[config.mk]
export PLATFORM = sky130hd
export DESIGN_NAME = dmmfd_top
export DESIGN_NICKNAME = d
export VERILOG_FILES = /design/src/core/dmmfd_top.v
export VERILOG_INCLUDE_DIRS = /design/src /design/src/core
export SDC_FILE = /design/constraint.sdc
export NUM_CORES = 1
export LEC_CHECK = 0
export BUFFER_PORTS_ARGS = -buffer_cell sky130_fd_sc_hd__clkbuf_2
export CELL_PAD_IN_SITES_DETAIL_PLACEMENT = 0
export CELL_PAD_IN_SITES_GLOBAL_PLACEMENT = 2
export CORE_UTILIZATION = 30
export DETAILED_ROUTE_END_ITERATION = 16
export PLACE_DENSITY_LB_ADDON = 0.1
export SYNTH_ARGS = -nofsm -noshare
export SYNTH_HDL_FRONTEND = slang
export SYNTH_SLANG_ARGS = --single-unit
export TNS_END_PERCENT = 50
[constraint.sdc]
create_clock -name sys_clk_i -period 1.5 [get_ports sys_clk_i]
set_input_delay 0.3 -clock sys_clk_i [delete_from_list [all_inputs] [get_ports sys_clk_i]]
set_output_delay 0.3 -clock sys_clk_i [all_outputs]
set_load 0.02 [all_outputs]
[src/core/dmmfd_consts.vh]
// Constants for the multimeter function decoder register port and encodings
`ifndef DMMFD_CONSTS_VH
`define DMMFD_CONSTS_VH

// Register addresses (word index on the plain port)
`define DMMFD_ADDR_FUNC      4'h0
`define DMMFD_ADDR_RANGE     4'h1
`define DMMFD_ADDR_CTRL      4'h2
`define DMMFD_ADDR_STATUS    4'h3

// Control register field positions
`define DMMFD_CTRL_OSS_LSB   0
`define DMMFD_CTRL_OSS_MSB   1
`define DMMFD_CTRL_DIV_BIT   2
`define DMMFD_CTRL_CLVL_BIT  3

// Reset values
`define DMMFD_FUNC_RST       4'h0
`define DMMFD_RANGE_RST      4'h0
`define DMMFD_OSS_RST        2'h0
`define DMMFD_DIV_RST        1'h0
`define DMMFD_CLVL_RST       1'h0
`define DMMFD_BIT_RST        1'h0
`define DMMFD_CODE3_RST      3'h0
`define DMMFD_CODE2_RST      2'h0
`define DMMFD_RDATA_RST      8'h00

// Ohm source select encodings
`define DMMFD_OSS_HIZ        2'h0
`define DMMFD_OSS_AUX5       2'h1
`define DMMFD_OSS_REFLVL     2'h2
`define DMMFD_OSS_SUPPLY     2'h3

// Ohm source output path codes
`define DMMFD_OSO_HIZ        3'h0
`define DMMFD_OSO_AUX5       3'h1
`define DMMFD_OSO_REFLVL     3'h2
`define DMMFD_OSO_SUPPLY     3'h3
`define DMMFD_OSO_GND        3'h4

`endif

[src/core/dmmfd_top.v]
// Multimeter function decoder with register port and switch code outputs
//
// Summary of operation
// - Function code decodes to cap, diode, source, short and direct-out flags.
// - Range bits a,b,c,d drive 1k, 10k, 100k, 1M switch codes.
// - Divider mode 00xx: switch codes 0aa, 10M code 0e.
// - e is OR of range bits, f its complement, used in 10M code.
// - Codes 1000..1011: each resistor switch code is its bit tripled.
// - 10M code is f1 for 1000/1010 and ff for 1001/1011.
// - Reference generator outputs all zero unless source voltage enabled.
// - Divider select from register bit; source enable only from decode.
// - Divider select 0 picks zener reference, 1 picks supply rail.
// - cap_range_level picks between two comparator reference sets.
// - Without cap mode, ohm source follows ohm_source_select field.
// - In cap mode, toggle 0 gives reference level, 1 gives ground.
// - Charge/discharge toggle follows comparator one output.
`timescale 1ns/10ps

module dmmfd_top (
    // Clock and reset
    input  wire       sys_clk_i,
    input  wire       rst_i,
    // Register port
    input  wire [3:0] reg_addr_i,
    input  wire [7:0] reg_wdata_i,
    input  wire       reg_wr_i,
    input  wire       reg_rd_i,
    output reg  [7:0] reg_rdata_o,
    // Comparator pin
    input  wire       comparator_one_i,
    // Decoded flags
    output reg        cap_measure_flag_o,
    output reg        diode_test_flag_o,
    output reg        source_voltage_enable_o,
    output reg        short_test_flag_o,
    output reg        direct_voltage_out_enable_o,
    // Resistor network switch codes
    output reg  [2:0] sw_1k_ctrl_o,
    output reg  [2:0] sw_10k_ctrl_o,
    output reg  [2:0] sw_100k_ctrl_o,
    output reg  [2:0] sw_1meg_ctrl_o,
    output reg  [1:0] sw_10meg_ctrl_o,
    // Reference generator controls
    output reg        ref_gen_enable_o,
    output reg        ref_sel_zener_o,
    output reg        ref_sel_supply_o,
    output reg        cmp_ref_set1_o,
    output reg        cmp_ref_set2_o,
    output reg        cmp_ref_discharge_o,
    // Ohm source path and toggle
    output reg  [2:0] ohm_source_output_o,
    output reg        charge_discharge_toggle_o
);

`include "dmmfd_consts.vh"

    // Holding registers
    reg [3:0] func_q;
    reg [3:0] range_q;
    reg [1:0] oss_q;
    reg       div_sel_q;
    reg       cap_lvl_q;
    reg       cmp_meta_q;
    reg       cmp_sync_q;

    // Settings registers, cleared by reset
    always @(posedge sys_clk_i) begin
        if (rst_i) begin
            func_q    <= `DMMFD_FUNC_RST;
            range_q   <= `DMMFD_RANGE_RST;
            oss_q     <= `DMMFD_OSS_RST;
            div_sel_q <= `DMMFD_DIV_RST;
            cap_lvl_q <= `DMMFD_CLVL_RST;
        end else if (reg_wr_i) begin
            case (reg_addr_i)
                `DMMFD_ADDR_FUNC: begin
                    func_q <= reg_wdata_i[3:0];
                end
                `DMMFD_ADDR_RANGE: begin
                    range_q <= reg_wdata_i[3:0];
                end
                `DMMFD_ADDR_CTRL: begin
                    oss_q     <= reg_wdata_i[`DMMFD_CTRL_OSS_MSB:`DMMFD_CTRL_OSS_LSB];
                    div_sel_q <= reg_wdata_i[`DMMFD_CTRL_DIV_BIT];
                    cap_lvl_q <= reg_wdata_i[`DMMFD_CTRL_CLVL_BIT];
                end
                default: begin
                    // Status and unmapped writes are dropped
                end
            endcase
        end
    end

    // Comparator pin synchroniser; only the second stage is read
    always @(posedge sys_clk_i) begin
        if (rst_i) begin
            cmp_meta_q <= `DMMFD_BIT_RST;
            cmp_sync_q <= `DMMFD_BIT_RST;
        end else begin
            cmp_meta_q <= comparator_one_i;
            cmp_sync_q <= cmp_meta_q;
        end
    end

    // Function decode into the five mode flags
    reg       cap_d;
    reg       diode_d;
    reg       src_en_d;
    reg       short_d;
    reg       dir_out_d;
    always @* begin
        cap_d     = 1'h0;
        diode_d   = 1'h0;
        src_en_d  = 1'h0;
        short_d   = 1'h0;
        dir_out_d = 1'h0;
        case (func_q)
            4'h1: begin
                diode_d = 1'h1;
            end
            4'h3: begin
                src_en_d  = 1'h1;
                dir_out_d = 1'h1;
            end
            4'h8, 4'h9: begin
                src_en_d = 1'h1;
                short_d  = 1'h1;
            end
            4'hA, 4'hB: begin
                cap_d    = 1'h1;
                src_en_d = 1'h1;
            end
            default: begin
                // 0000, 0010, 01xx and 11xx leave every flag low
            end
        endcase
    end

    // Mode groups that pick the switch code form
    wire       div_mode_w = (func_q[3:2] == 2'h0);
    wire       rc_mode_w  = (func_q[3:2] == 2'h2);
    wire       e_w        = |range_q;
    wire       f_w        = ~e_w;

    // One switch lane per resistor path, range bits a to d
    wire [2:0] s1k_w;
    wire [2:0] s10k_w;
    wire [2:0] s100k_w;
    wire [2:0] s1m_w;

    dmmfd_sw_lane #(
        .WIDTH       (3)
    ) u_dmmfd_sw_lane_1k (
        .div_mode_i  (div_mode_w),
        .rc_mode_i   (rc_mode_w),
        .range_bit_i (range_q[3]),
        .code_o      (s1k_w)
    );

    dmmfd_sw_lane #(
        .WIDTH       (3)
    ) u_dmmfd_sw_lane_10k (
        .div_mode_i  (div_mode_w),
        .rc_mode_i   (rc_mode_w),
        .range_bit_i (range_q[2]),
        .code_o      (s10k_w)
    );

    dmmfd_sw_lane #(
        .WIDTH       (3)
    ) u_dmmfd_sw_lane_100k (
        .div_mode_i  (div_mode_w),
        .rc_mode_i   (rc_mode_w),
        .range_bit_i (range_q[1]),
        .code_o      (s100k_w)
    );

    dmmfd_sw_lane #(
        .WIDTH       (3)
    ) u_dmmfd_sw_lane_1meg (
        .div_mode_i  (div_mode_w),
        .rc_mode_i   (rc_mode_w),
        .range_bit_i (range_q[0]),
        .code_o      (s1m_w)
    );

    // 10M path code: 0e in divider mode, f1 or ff in R and C modes
    reg  [1:0] s10m_d;
    always @* begin
        s10m_d = 2'h0;
        if (div_mode_w) begin
            s10m_d = {1'h0, e_w};
        end else if (rc_mode_w) begin
            if (func_q[0]) begin
                s10m_d = {f_w, f_w};
            end else begin
                s10m_d = {f_w, 1'h1};
            end
        end
    end

    // Ohm source path selection; capacitor mode ignores the select field
    wire      tog_w = cmp_sync_q;
    reg [2:0] oso_d;
    always @* begin
        if (cap_d) begin
            oso_d = tog_w ? `DMMFD_OSO_GND : `DMMFD_OSO_REFLVL;
        end else begin
            case (oss_q)
                `DMMFD_OSS_HIZ:    oso_d = `DMMFD_OSO_HIZ;
                `DMMFD_OSS_AUX5:   oso_d = `DMMFD_OSO_AUX5;
                `DMMFD_OSS_REFLVL: oso_d = `DMMFD_OSO_REFLVL;
                default:           oso_d = `DMMFD_OSO_SUPPLY;
            endcase
        end
    end

    // Output registers; every pin-facing value comes from a flop
    always @(posedge sys_clk_i) begin
        if (rst_i) begin
            cap_measure_flag_o          <= `DMMFD_BIT_RST;
            diode_test_flag_o           <= `DMMFD_BIT_RST;
            source_voltage_enable_o     <= `DMMFD_BIT_RST;
            short_test_flag_o           <= `DMMFD_BIT_RST;
            direct_voltage_out_enable_o <= `DMMFD_BIT_RST;
            sw_1k_ctrl_o                <= `DMMFD_CODE3_RST;
            sw_10k_ctrl_o               <= `DMMFD_CODE3_RST;
            sw_100k_ctrl_o              <= `DMMFD_CODE3_RST;
            sw_1meg_ctrl_o              <= `DMMFD_CODE3_RST;
            sw_10meg_ctrl_o             <= `DMMFD_CODE2_RST;
            ref_gen_enable_o            <= `DMMFD_BIT_RST;
            ref_sel_zener_o             <= `DMMFD_BIT_RST;
            ref_sel_supply_o            <= `DMMFD_BIT_RST;
            cmp_ref_set1_o              <= `DMMFD_BIT_RST;
            cmp_ref_set2_o              <= `DMMFD_BIT_RST;
            cmp_ref_discharge_o         <= `DMMFD_BIT_RST;
            ohm_source_output_o         <= `DMMFD_OSO_HIZ;
            charge_discharge_toggle_o   <= `DMMFD_BIT_RST;
        end else begin
            cap_measure_flag_o          <= cap_d;
            diode_test_flag_o           <= diode_d;
            source_voltage_enable_o     <= src_en_d;
            short_test_flag_o           <= short_d;
            direct_voltage_out_enable_o <= dir_out_d;
            sw_1k_ctrl_o                <= s1k_w;
            sw_10k_ctrl_o               <= s10k_w;
            sw_100k_ctrl_o              <= s100k_w;
            sw_1meg_ctrl_o              <= s1m_w;
            sw_10meg_ctrl_o             <= s10m_d;
            ref_gen_enable_o            <= src_en_d;
            ref_sel_zener_o             <= src_en_d & ~div_sel_q;
            ref_sel_supply_o            <= src_en_d & div_sel_q;
            cmp_ref_set1_o              <= src_en_d & ~cap_lvl_q;
            cmp_ref_set2_o              <= src_en_d & cap_lvl_q;
            cmp_ref_discharge_o         <= cap_d & tog_w;
            ohm_source_output_o         <= oso_d;
            charge_discharge_toggle_o   <= tog_w;
        end
    end

    // Read port, data one cycle after strobe and zero otherwise
    always @(posedge sys_clk_i) begin
        if (rst_i) begin
            reg_rdata_o <= `DMMFD_RDATA_RST;
        end else if (reg_rd_i) begin
            case (reg_addr_i)
                `DMMFD_ADDR_FUNC:   reg_rdata_o <= {4'h0, func_q};
                `DMMFD_ADDR_RANGE:  reg_rdata_o <= {4'h0, range_q};
                `DMMFD_ADDR_CTRL:   reg_rdata_o <= {4'h0, cap_lvl_q, div_sel_q, oss_q};
                // Status is read-only and shows the live decode
                `DMMFD_ADDR_STATUS: reg_rdata_o <= {2'h0, tog_w, cap_d, diode_d,
                                                    src_en_d, short_d, dir_out_d};
                default:            reg_rdata_o <= `DMMFD_RDATA_RST;
            endcase
        end else begin
            reg_rdata_o <= `DMMFD_RDATA_RST;
        end
    end

endmodule

// One resistor path switch lane: 0aa in divider mode, aaa in R and C modes
module dmmfd_sw_lane #(
    parameter WIDTH = 3
) (
    // Mode group and range bit
    input  wire             div_mode_i,
    input  wire             rc_mode_i,
    input  wire             range_bit_i,
    // Switch code
    output reg  [WIDTH-1:0] code_o
);

    // Other modes leave every switch of the lane open
    always @* begin
        code_o = {WIDTH{1'h0}};
        if (div_mode_i) begin
            code_o = {1'h0, {(WIDTH-1){range_bit_i}}};
        end else if (rc_mode_i) begin
            code_o = {WIDTH{range_bit_i}};
        end
    end

endmodule

==> out/results.ini, run 1 <==
[die]
dieArea_um2=5730
core_um2=5170
floorplan.initialDensity=0.315
die_x_um=75.7
io_pins=54
rows=26
die_h_um=75.7

[routing]
wl_per_cell_um=13.5
drt_iter0_markers=78
detail-route-antenna-nets=0
routed_wirelength_um=3710
vias_per_cell=4.51
vias=1235
firstDrtPassIters=4
drc_errors=0

[setup_path]
cp.arrival_ns=1.59
crit_chain=nand2_1, or4b_1, a21oi_1
worstPathMaxFanout=9
worst_setup_path_end_kind=register
max_stage_delay_ns=0.53
worstSetupStartpointType=register
critical_path_class=register to register
cp_top_family=simple AND/OR/NAND/NOR gates
worstPathRequired_ns=1.72
slowest_stage=dfxtp_1
crit_buf_inv=0

[clock_network]
cts.sinks=44
htree_levels=2
cts_made_buffers=5
cts_tree=done
cts_resized=0
cts_buffer_depth=2
root_buffer=clkbuf_8
cts_hold_buffers=0
cts_setup_buffers=0
clk_pin_slew_ns=0.08
clkLatencyLatePin_ns=0.30

[synthesis]
synthCells=154
synth.distinct_cells=32
ys_warn_count=0
yosys.area.top_type=dfxtp_1
synth_top_area_frac=0.540
syn_avg_cell_area_um2=10.6
yosysSeqAreaShare=0.540
synth_area_um2=1630
ys_ff_latch=44
synthTopCellsByArea=dfxtp_1 54%, mux2i_1 5.5%, and2_1 5.4%, nand2b_1 5.0%, buf_4 3.2%

[layout]
finish.instance_area_um2=2040
stdcell_count=274
final_nets=220
fill_cells=542
area_growth_pct=25.0
n_antenna_cell=0
drive_gt1_frac=0.338

[pwr]
peakVddDrop_mv=0.390
report.power.total_mw=2.19
switchingPower_mw=0.475
power_frac_comb=0.051
power_frac_seq=0.541
sw_frac_of_total=0.217
power_density_nw_per_um2=1080
p_leak_nw=0.906
internal_power_mw=1.72
p_clk_frac=0.408

[timing]
fin_worst_skew_ns=0.00940
hold_viol=0
rsz0062_at_grt=false
worst_slew_pin_slew_ns=0.502
tns_ns=0
setup-violations-final=0
fin_crit_sh=0.912
fin_crit_ns=1.37
final_max_slew_viol_count=0
slew_headroom=0.665
clock.fmax_ghz=0.731

[placement]
hpwl_um=2840
gp_congestion=0.758
dp_cells=266
port_buffers=47
place_area_um2=1930

[run]
cap_violations=0

[outcome]
status=complete, no violations

[grt]
grt_use_total=0.144
grt_pass1_wl_um=5870
grt_overflow=0
grt_start_max_net_pins=15
antenna_found_initial=0
grt_pass1_vias=1198

[min_path]
min_path_type=primary input to register

## cell usage after synthesis
| library cell | instances |
|---|---|
| dfxtp_1 | 44 |
| and2_1 | 14 |
| nand2b_1 | 13 |
| mux2i_1 | 9 |
| a21oi_1 | 8 |
| buf_4 | 7 |
| nor2_1 | 7 |
| clkbuf_1 | 5 |
| nor2b_1 | 5 |
| mux2_2 | 4 |
| nand3_1 | 4 |
| o21ai_0 | 4 |
| a22oi_1 | 3 |
| nand2_1 | 3 |
| inv_1 | 2 |
| nor3_1 | 2 |
| nor3b_1 | 2 |
| nor4_1 | 2 |
| nor4b_2 | 2 |
| or4b_1 | 2 |
| a211oi_1 | 1 |
| a222oi_1 | 1 |
| and3_1 | 1 |
| and3b_1 | 1 |
| and4b_1 | 1 |
| and4bb_4 | 1 |
| buf_6 | 1 |
| conb_1 | 1 |
| nand3b_1 | 1 |
| nand4b_1 | 1 |
| nor4b_1 | 1 |
| or3b_1 | 1 |
## kinds of logic (layout without fill, tap and decap cells)
| kind of cell | after synthesis | count (layout) | share of synthesized area |
|---|---|---|---|
| multiplexers | 13 | 13 | 0.0829 |
| AO/OA/AOI/OAI | 17 | 17 | 0.0614 |
| flip-flops | 44 | 44 | 0.540 |
| AND/OR/NAND/NOR | 64 | 64 | 0.258 |
| buffers and inverters | 15 | 64 | 0.0553 |
| other | 1 | 2 | 0.00230 |
## path summary, 6_finish.rpt
check                            to              from  slack [ns]  cells past startpoint
max                  reg_rdata_o[0]         func_q[1]        0.13                      3
max reg2reg          reg_rdata_o[0]         func_q[1]        0.13                      3
min                      cmp_meta_q  comparator_one_i        0.21                      2
min reg2reg  ohm_source_output_o[1]        cmp_sync_q        0.44                      1
## worst register-to-register path: cells and delay by family (launching register included)
family	cells	cell delay, ns
and+or+nand+nor	2	0.61
DFF	1	0.53
AOI/OAI and AO/OA	1	0.15
## cell usage in the layout (no fill, tap or decap), types with 2 or more instances in the layout
cell,n
nor3b_1,2
clkbuf_8,5
nand2b_1,13
inv_1,2
nor3_1,2
dfxtp_1,44
clkbuf_2,47
nor2b_1,5
mux2i_1,9
buf_4,7
nand3_1,4
or4b_1,2
conb_1,2
nand2_1,3
a21oi_1,8
mux2_2,4
and2_1,14
o21ai_0,4
nor2_1,7
nor4b_2,2
a22oi_1,3
nor4_1,2
## flip-flops by register name, indices dropped and copies added, names as in the netlist, 3 cells and up
name / flops
range_q: 4
ohm_source_output_o: 3
func_q: 4
reg_rdata_o: 6
## final cells by class
class	instances	area, um2	share of cell area
clock inverter	3	42.5	0.0209
clock buffer	5	68.8	0.0338
inverter	2	7.51	0.00368
multi-input combinational	96	663	0.325
tap	70	87.6	0.0430
sequential	44	881	0.432
timing repair buffer	54	288	0.141
## power groups by stage
stage | logic (mW) | clock network [mW] | registers [mW]
finish | 0.111 | 0.895 | 1.19
global route | 0.121 | 0.969 | 1.19
CTS | 0.112 | 0.917 | 1.19
detailed placement | 0.111 | 0 | 1.21
global placement | 0.110 | 0 | 1.21
floorplan | 0.0652 | 0 | 1.21
## routing by layer
| metal | vias up | part of all wire | GRT usage |
|---|---|---|---|
| met4 | 0 | 0.013 | 0.0556 |
| met3 | 7 | 0.050 | 0.0516 |
| met5 | - | 0 | 0 |
| met2 | 37 | 0.46 | 0.231 |
| li1 | 618 | - | - |
| met1 | 573 | 0.47 | 0.176 |
## through the flow
stage               hold slack, ns  utilization  setup WS [ns]
floorplan                    0.405            -          0.181
global route                 0.215        0.394         0.0382
detailed placement           0.430        0.373        0.00785
global placement             0.416        0.373         0.0408
finish                       0.212        0.394          0.133
CTS                          0.209        0.394          0.121
(Power assumes the default switching activity.)
==> run 2: changes to the inputs <==
CORE_UTILIZATION = 27   (was 30)
clock period = 1.2 ns   (was 1.5 ns; I/O delays follow)
==> run 2 against run 1 <==
Compared with the run above: power increased by 25%; worst hold slack got worse by 0.059 ns; clock power increased by 23%; utilization increased by 0.32 points; clock skew increased by 0.0011 ns; sequential share of layout area decreased by 3.7 points; die area increased by 11%; worst setup slack got worse by 0.11 ns; via count increased by 5.3%; fmax increased by 17%; wire length increased by 3.6%; critical endpoint unchanged; highest routed layer unchanged.
==> out/results.ini, run 2 (synthesis results as in run 1) <==
[outcome]
status=complete, no violations

[clock_network]
cts_made_buffers=5
htree_levels=2
cts_buffer_depth=2
root_buffer=clkbuf_8
cts_hold_buffers=0
cts.sinks=44
clk_pin_slew_ns=0.08
cts_tree=done
clkLatencyLatePin_ns=0.30

[routing]
wl_per_cell_um=12.9
drt_iter0_markers=49
detail-route-antenna-nets=0
firstDrtPassIters=4
vias=1301
drc_errors=0
routed_wirelength_um=3840
vias_per_cell=4.38

[layout]
seq_area_um2=891
final_common_cell=clkbuf_2
n_antenna_cell=0
finish.instance_area_um2=2250
drive_gt1_frac=0.449
multi_input_area_um2=713
reg_top3=reg_rdata_o x6, func_q x4, range_q x4
fill_cells=606
top_register=reg_rdata_o
area_growth_pct=38.3
mostFrequentLayoutCells=47 x clkbuf_2, 40 x dfxtp_1, 28 x buf_4, 14 x and2_1, 13 x nand2b_1
stdcell_count=297
largest_reg_flops=6
final_util=0.397
final_nets=241

[setup_path]
cp_top_family=simple AND/OR/NAND/NOR gates
r2r_cells=3
worstReg2RegStart=func_q[1]
cp-endpoint=reg_rdata_o[0]
worstPathRequired_ns=1.42
slowest_stage=or4b_4
critical_path_class=register to register
path_depth=3
worstSetupStartpointType=register
rrSetupSlack_ns=0.03
critPathLaunch=func_q[1]
worstPathMaxFanout=7
max_stage_delay_ns=0.48
crit_chain=nand2_4, or4b_4, a21oi_2
r2r-end=reg_rdata_o[0]
crit_buf_inv=0
worst_setup_path_end_kind=register
cp.arrival_ns=1.39

[timing]
final_max_slew_viol_count=0
setup-violations-final=0
tns_ns=0
fin_crit_sh=0.978
hold_viol=0
rsz0062_at_grt=true
fin_crit_ns=1.17
fin_worst_skew_ns=0.0105
clock.fmax_ghz=0.852

[min_path]
min_path_type=primary input to register

[placement]
hpwl_um=2920
dp_cells=288
gp_congestion=0.869
port_buffers=47
place_area_um2=2080

[die]
rows=27
floorplan.initialDensity=0.287
dieArea_um2=6350
io_pins=54
die_x_um=79.7
core_um2=5680
die_h_um=79.7

[run]
cap_violations=0

[pwr]
p_leak_nw=1.04
peakVddDrop_mv=0.416
power_density_nw_per_um2=1220

[grt]
grt_start_max_net_pins=14
antenna_found_initial=0
grt_use_total=0.134
grt_pass1_wl_um=6350
grt_pass1_vias=1266
grt_overflow=0

[run 2: cell count changes in the layout (fill, tap and decap cells not counted), sizes merged]
cell / previous run / this run
clkbuf: 52 / 53
clkinvlp: 1 / 0
buf: 7 / 28
[run 2: how the worst min path moves through the flow]
stage | from | endpoint | slack (ns) | cells past startpoint
floorplan | comparator_one_i | cmp_meta_q | 0.37 | 1
global placement | cmp_sync_q | ohm_source_output_o[1] | 0.42 | 1
detailed placement | cmp_sync_q | ohm_source_output_o[1] | 0.42 | 1
CTS | comparator_one_i | cmp_meta_q | 0.15 | 2
global route | comparator_one_i | cmp_meta_q | 0.17 | 2
finish | comparator_one_i | cmp_meta_q | 0.15 | 2
[run 2: what timing repair did]
action,4_1_cts,5_1_grt
gates cloned,0,0
resized for setup,7,8
pin swaps,1,2
endpoints found under the hold margin,0,0
endpoints found under the setup margin,11,9
buffers inserted,0,1
[run 2: cell type report]
class | count | share of cell area
Clock buffer | 6 | 0.0322
Clock inverter | 2 | 0.0155
Inverter | 2 | 0.00333
Multi-Input combinational cell | 96 | 0.316
Sequential cell | 44 | 0.395
Tap cell | 72 | 0.0400
Timing Repair Buffer | 75 | 0.198
[run 2: power by group]
part	switching (mW)	total [mW]	internal, mW	leakage [nW]
Clock	0.481	1.10	0.618	0.0552
Sequential	0.00967	1.48	1.47	0.358
Combinational	0.0888	0.170	0.0811	0.630
Total	0.579	2.75	2.17	1.04
[run 2: per-stage QoR]
| step | worst slack [ns] | power (mW) | hold slack (ns) |
|---|---|---|---|
| final | 0.0265 | 2.75 | 0.153 |
| after global routing | -0.0278 | 2.87 | 0.173 |
| after CTS | 0.0125 | 2.78 | 0.155 |
| after detailed placement | -0.200 | 1.68 | 0.422 |
| after global placement | -0.159 | 1.68 | 0.416 |
| after floorplan | -0.0250 | 1.60 | 0.368 |
[run 2: layer usage]
metal,up-vias,part of all wire,GRT usage
li1,664,-,-
met1,597,0.48,0.178
met3,5,0.047,0.0389
met5,-,0,0
met2,35,0.47,0.204
met4,0,0.012,0.0491
==> run 3: changes to the inputs <==
CORE_MARGIN = 4   (was default)
RECOVER_POWER = 25   (was default)
SETUP_SLACK_MARGIN = 0.4   (was default)
==> run 3 against run 2 <==
Compared with the run above: utilization rose by 4.3 points; via count rose by 3.3%; cell count rose by 2.4%; combinational power rose by 17%; count of clock-buffer cells in the layout rose by 2; global-route usage fell by 1.1 points; power fell by 5.1%; non-clock buffer count rose by 4; worst setup slack improved by 0.044 ns; fmax rose by 3.9%.
==> out/results.ini, run 3 (synthesis results as in run 1) <==
[placement]
port_buffers=47
gp_congestion=0.821
place_area_um2=2100
hpwl_um=3170

[timing]
final_max_slew_viol_count=0
fin_crit_sh=0.941
clock.fmax_ghz=0.886
fin_worst_skew_ns=0.00534
fin_crit_ns=1.13
tns_ns=0
setup-violations-final=0
rsz0062_at_grt=true
holdWs_ns=0.163
hold_viol=0

[pwr]
p_clk_frac=0.357
power_density_nw_per_um2=1010
power_frac_seq=0.566
p_leak_nw=1.11
peakVddDrop_mv=0.346
internal_power_mw=2.03
sw_frac_of_total=0.220
switchingPower_mw=0.572
power_frac_comb=0.076
report.power.total_mw=2.61

[routing]
detail-route-antenna-nets=0
routed_wirelength_um=4210
wl_per_cell_um=13.8
firstDrtPassIters=4
vias=1344
drt_iter0_markers=78
drc_errors=0
vias_per_cell=4.42

[layout]
area_growth_pct=58.9
n_antenna_cell=0
finish.instance_area_um2=2590
drive_gt1_frac=0.555
final_nets=245
final_common_cell=buf_4
top_register=reg_rdata_o
reg_top3=reg_rdata_o x6, func_q x4, range_q x4
mostFrequentLayoutCells=24 x buf_4, 22 x dfxtp_2, 20 x clkbuf_8, 18 x dfxtp_1, 18 x clkbuf_2
largest_reg_flops=6

[grt]
grt_start_max_net_pins=13
grt_overflow=0
grt_pass1_wl_um=6960
grt_pass1_vias=1416
antenna_found_initial=0
grt_use_total=0.123

[die]
io_pins=54
rows=28
die_x_um=85.7
die_h_um=85.7
floorplan.initialDensity=0.277
dieArea_um2=7350
core_um2=5890

[clock_network]
cts_made_buffers=5
cts_buffer_depth=2
clkLatencyLatePin_ns=0.29
root_buffer=clkbuf_8
clk_pin_slew_ns=0.08
cts.sinks=44
htree_levels=2
cts_tree=done

[setup_path]
critical_path_class=register to register
worstPathMaxFanout=5
r2r_cells=4
worstPathRequired_ns=1.38
worst_setup_path_end_kind=register
cp.arrival_ns=1.31
worstSetupStartpointType=register

[min_path]
whs_path_depth=2
min_path_type=primary input to register

[outcome]
status=complete, no violations

[run]
cap_violations=0

[run 3: changes by cell type in the layout (fill, tap and decap cells not counted), sizes merged]
cell and change:
buf +15, bufinv -1, clkbuf -9, clkinv -1
[run 3: area by class of cell]
class,instances,area [um2]
fill,593,3290
sequential,44,923
multi-input combinational,96,762
timing repair buffer,79,714
tap,75,93.8
clock buffer,8,90.1
inverter,2,7.51
[run 3: critical path, stage by stage, from the launching register on]
cell     delay (ns)
dfxtp_4        0.37
buf_4          0.13
mux2_2         0.27
a22oi_2        0.17
a21oi_2        0.07
[run 3: worst paths after layout]
path / startpoint / end / slack (ns)
max: func_q[0] / reg_rdata_o[0] / 0.07
min: comparator_one_i / cmp_meta_q / 0.16
max reg2reg: func_q[0] / reg_rdata_o[0] / 0.07
min reg2reg: cmp_meta_q / cmp_sync_q / 0.45
[run 3: per-stage QoR]
stage / setup slack (ns) / util / cells
after floorplan: 0.0118 / - / 155
after global placement: -0.159 / 0.357 / 287
after detailed placement: -0.189 / 0.357 / 287
after CTS: 0.0529 / 0.424 / 302
after global routing: 0.0196 / 0.440 / 304
final: 0.0709 / 0.440 / 304
[run 3: power by group through the flow]
| stage | combinational (mW) | sequential, mW | clock (mW) |
|---|---|---|---|
| after floorplan | 0.0934 | 1.52 | 0 |
| after global placement | 0.170 | 1.52 | 0 |
| after detailed placement | 0.173 | 1.52 | 0 |
| after CTS | 0.202 | 1.48 | 0.976 |
| after global routing | 0.215 | 1.48 | 1.04 |
| final | 0.199 | 1.48 | 0.931 |
[run 3: repair_timing]
action	CTS	global route
endpoints found under the hold margin	0	0
pin swaps	12	4
hold buffers	0	0
setup buffers	7	2
setup endpoints to repair	76	76
resized for setup	65	53
[run 3: per-layer routing]
metal | vias to the layer above | share of wire | track usage
met5 | - | 0 | 0
met4 | 0 | 0.016 | 0.0504
met3 | 7 | 0.050 | 0.0394
met2 | 34 | 0.49 | 0.206
met1 | 635 | 0.44 | 0.145
li1 | 668 | - | -
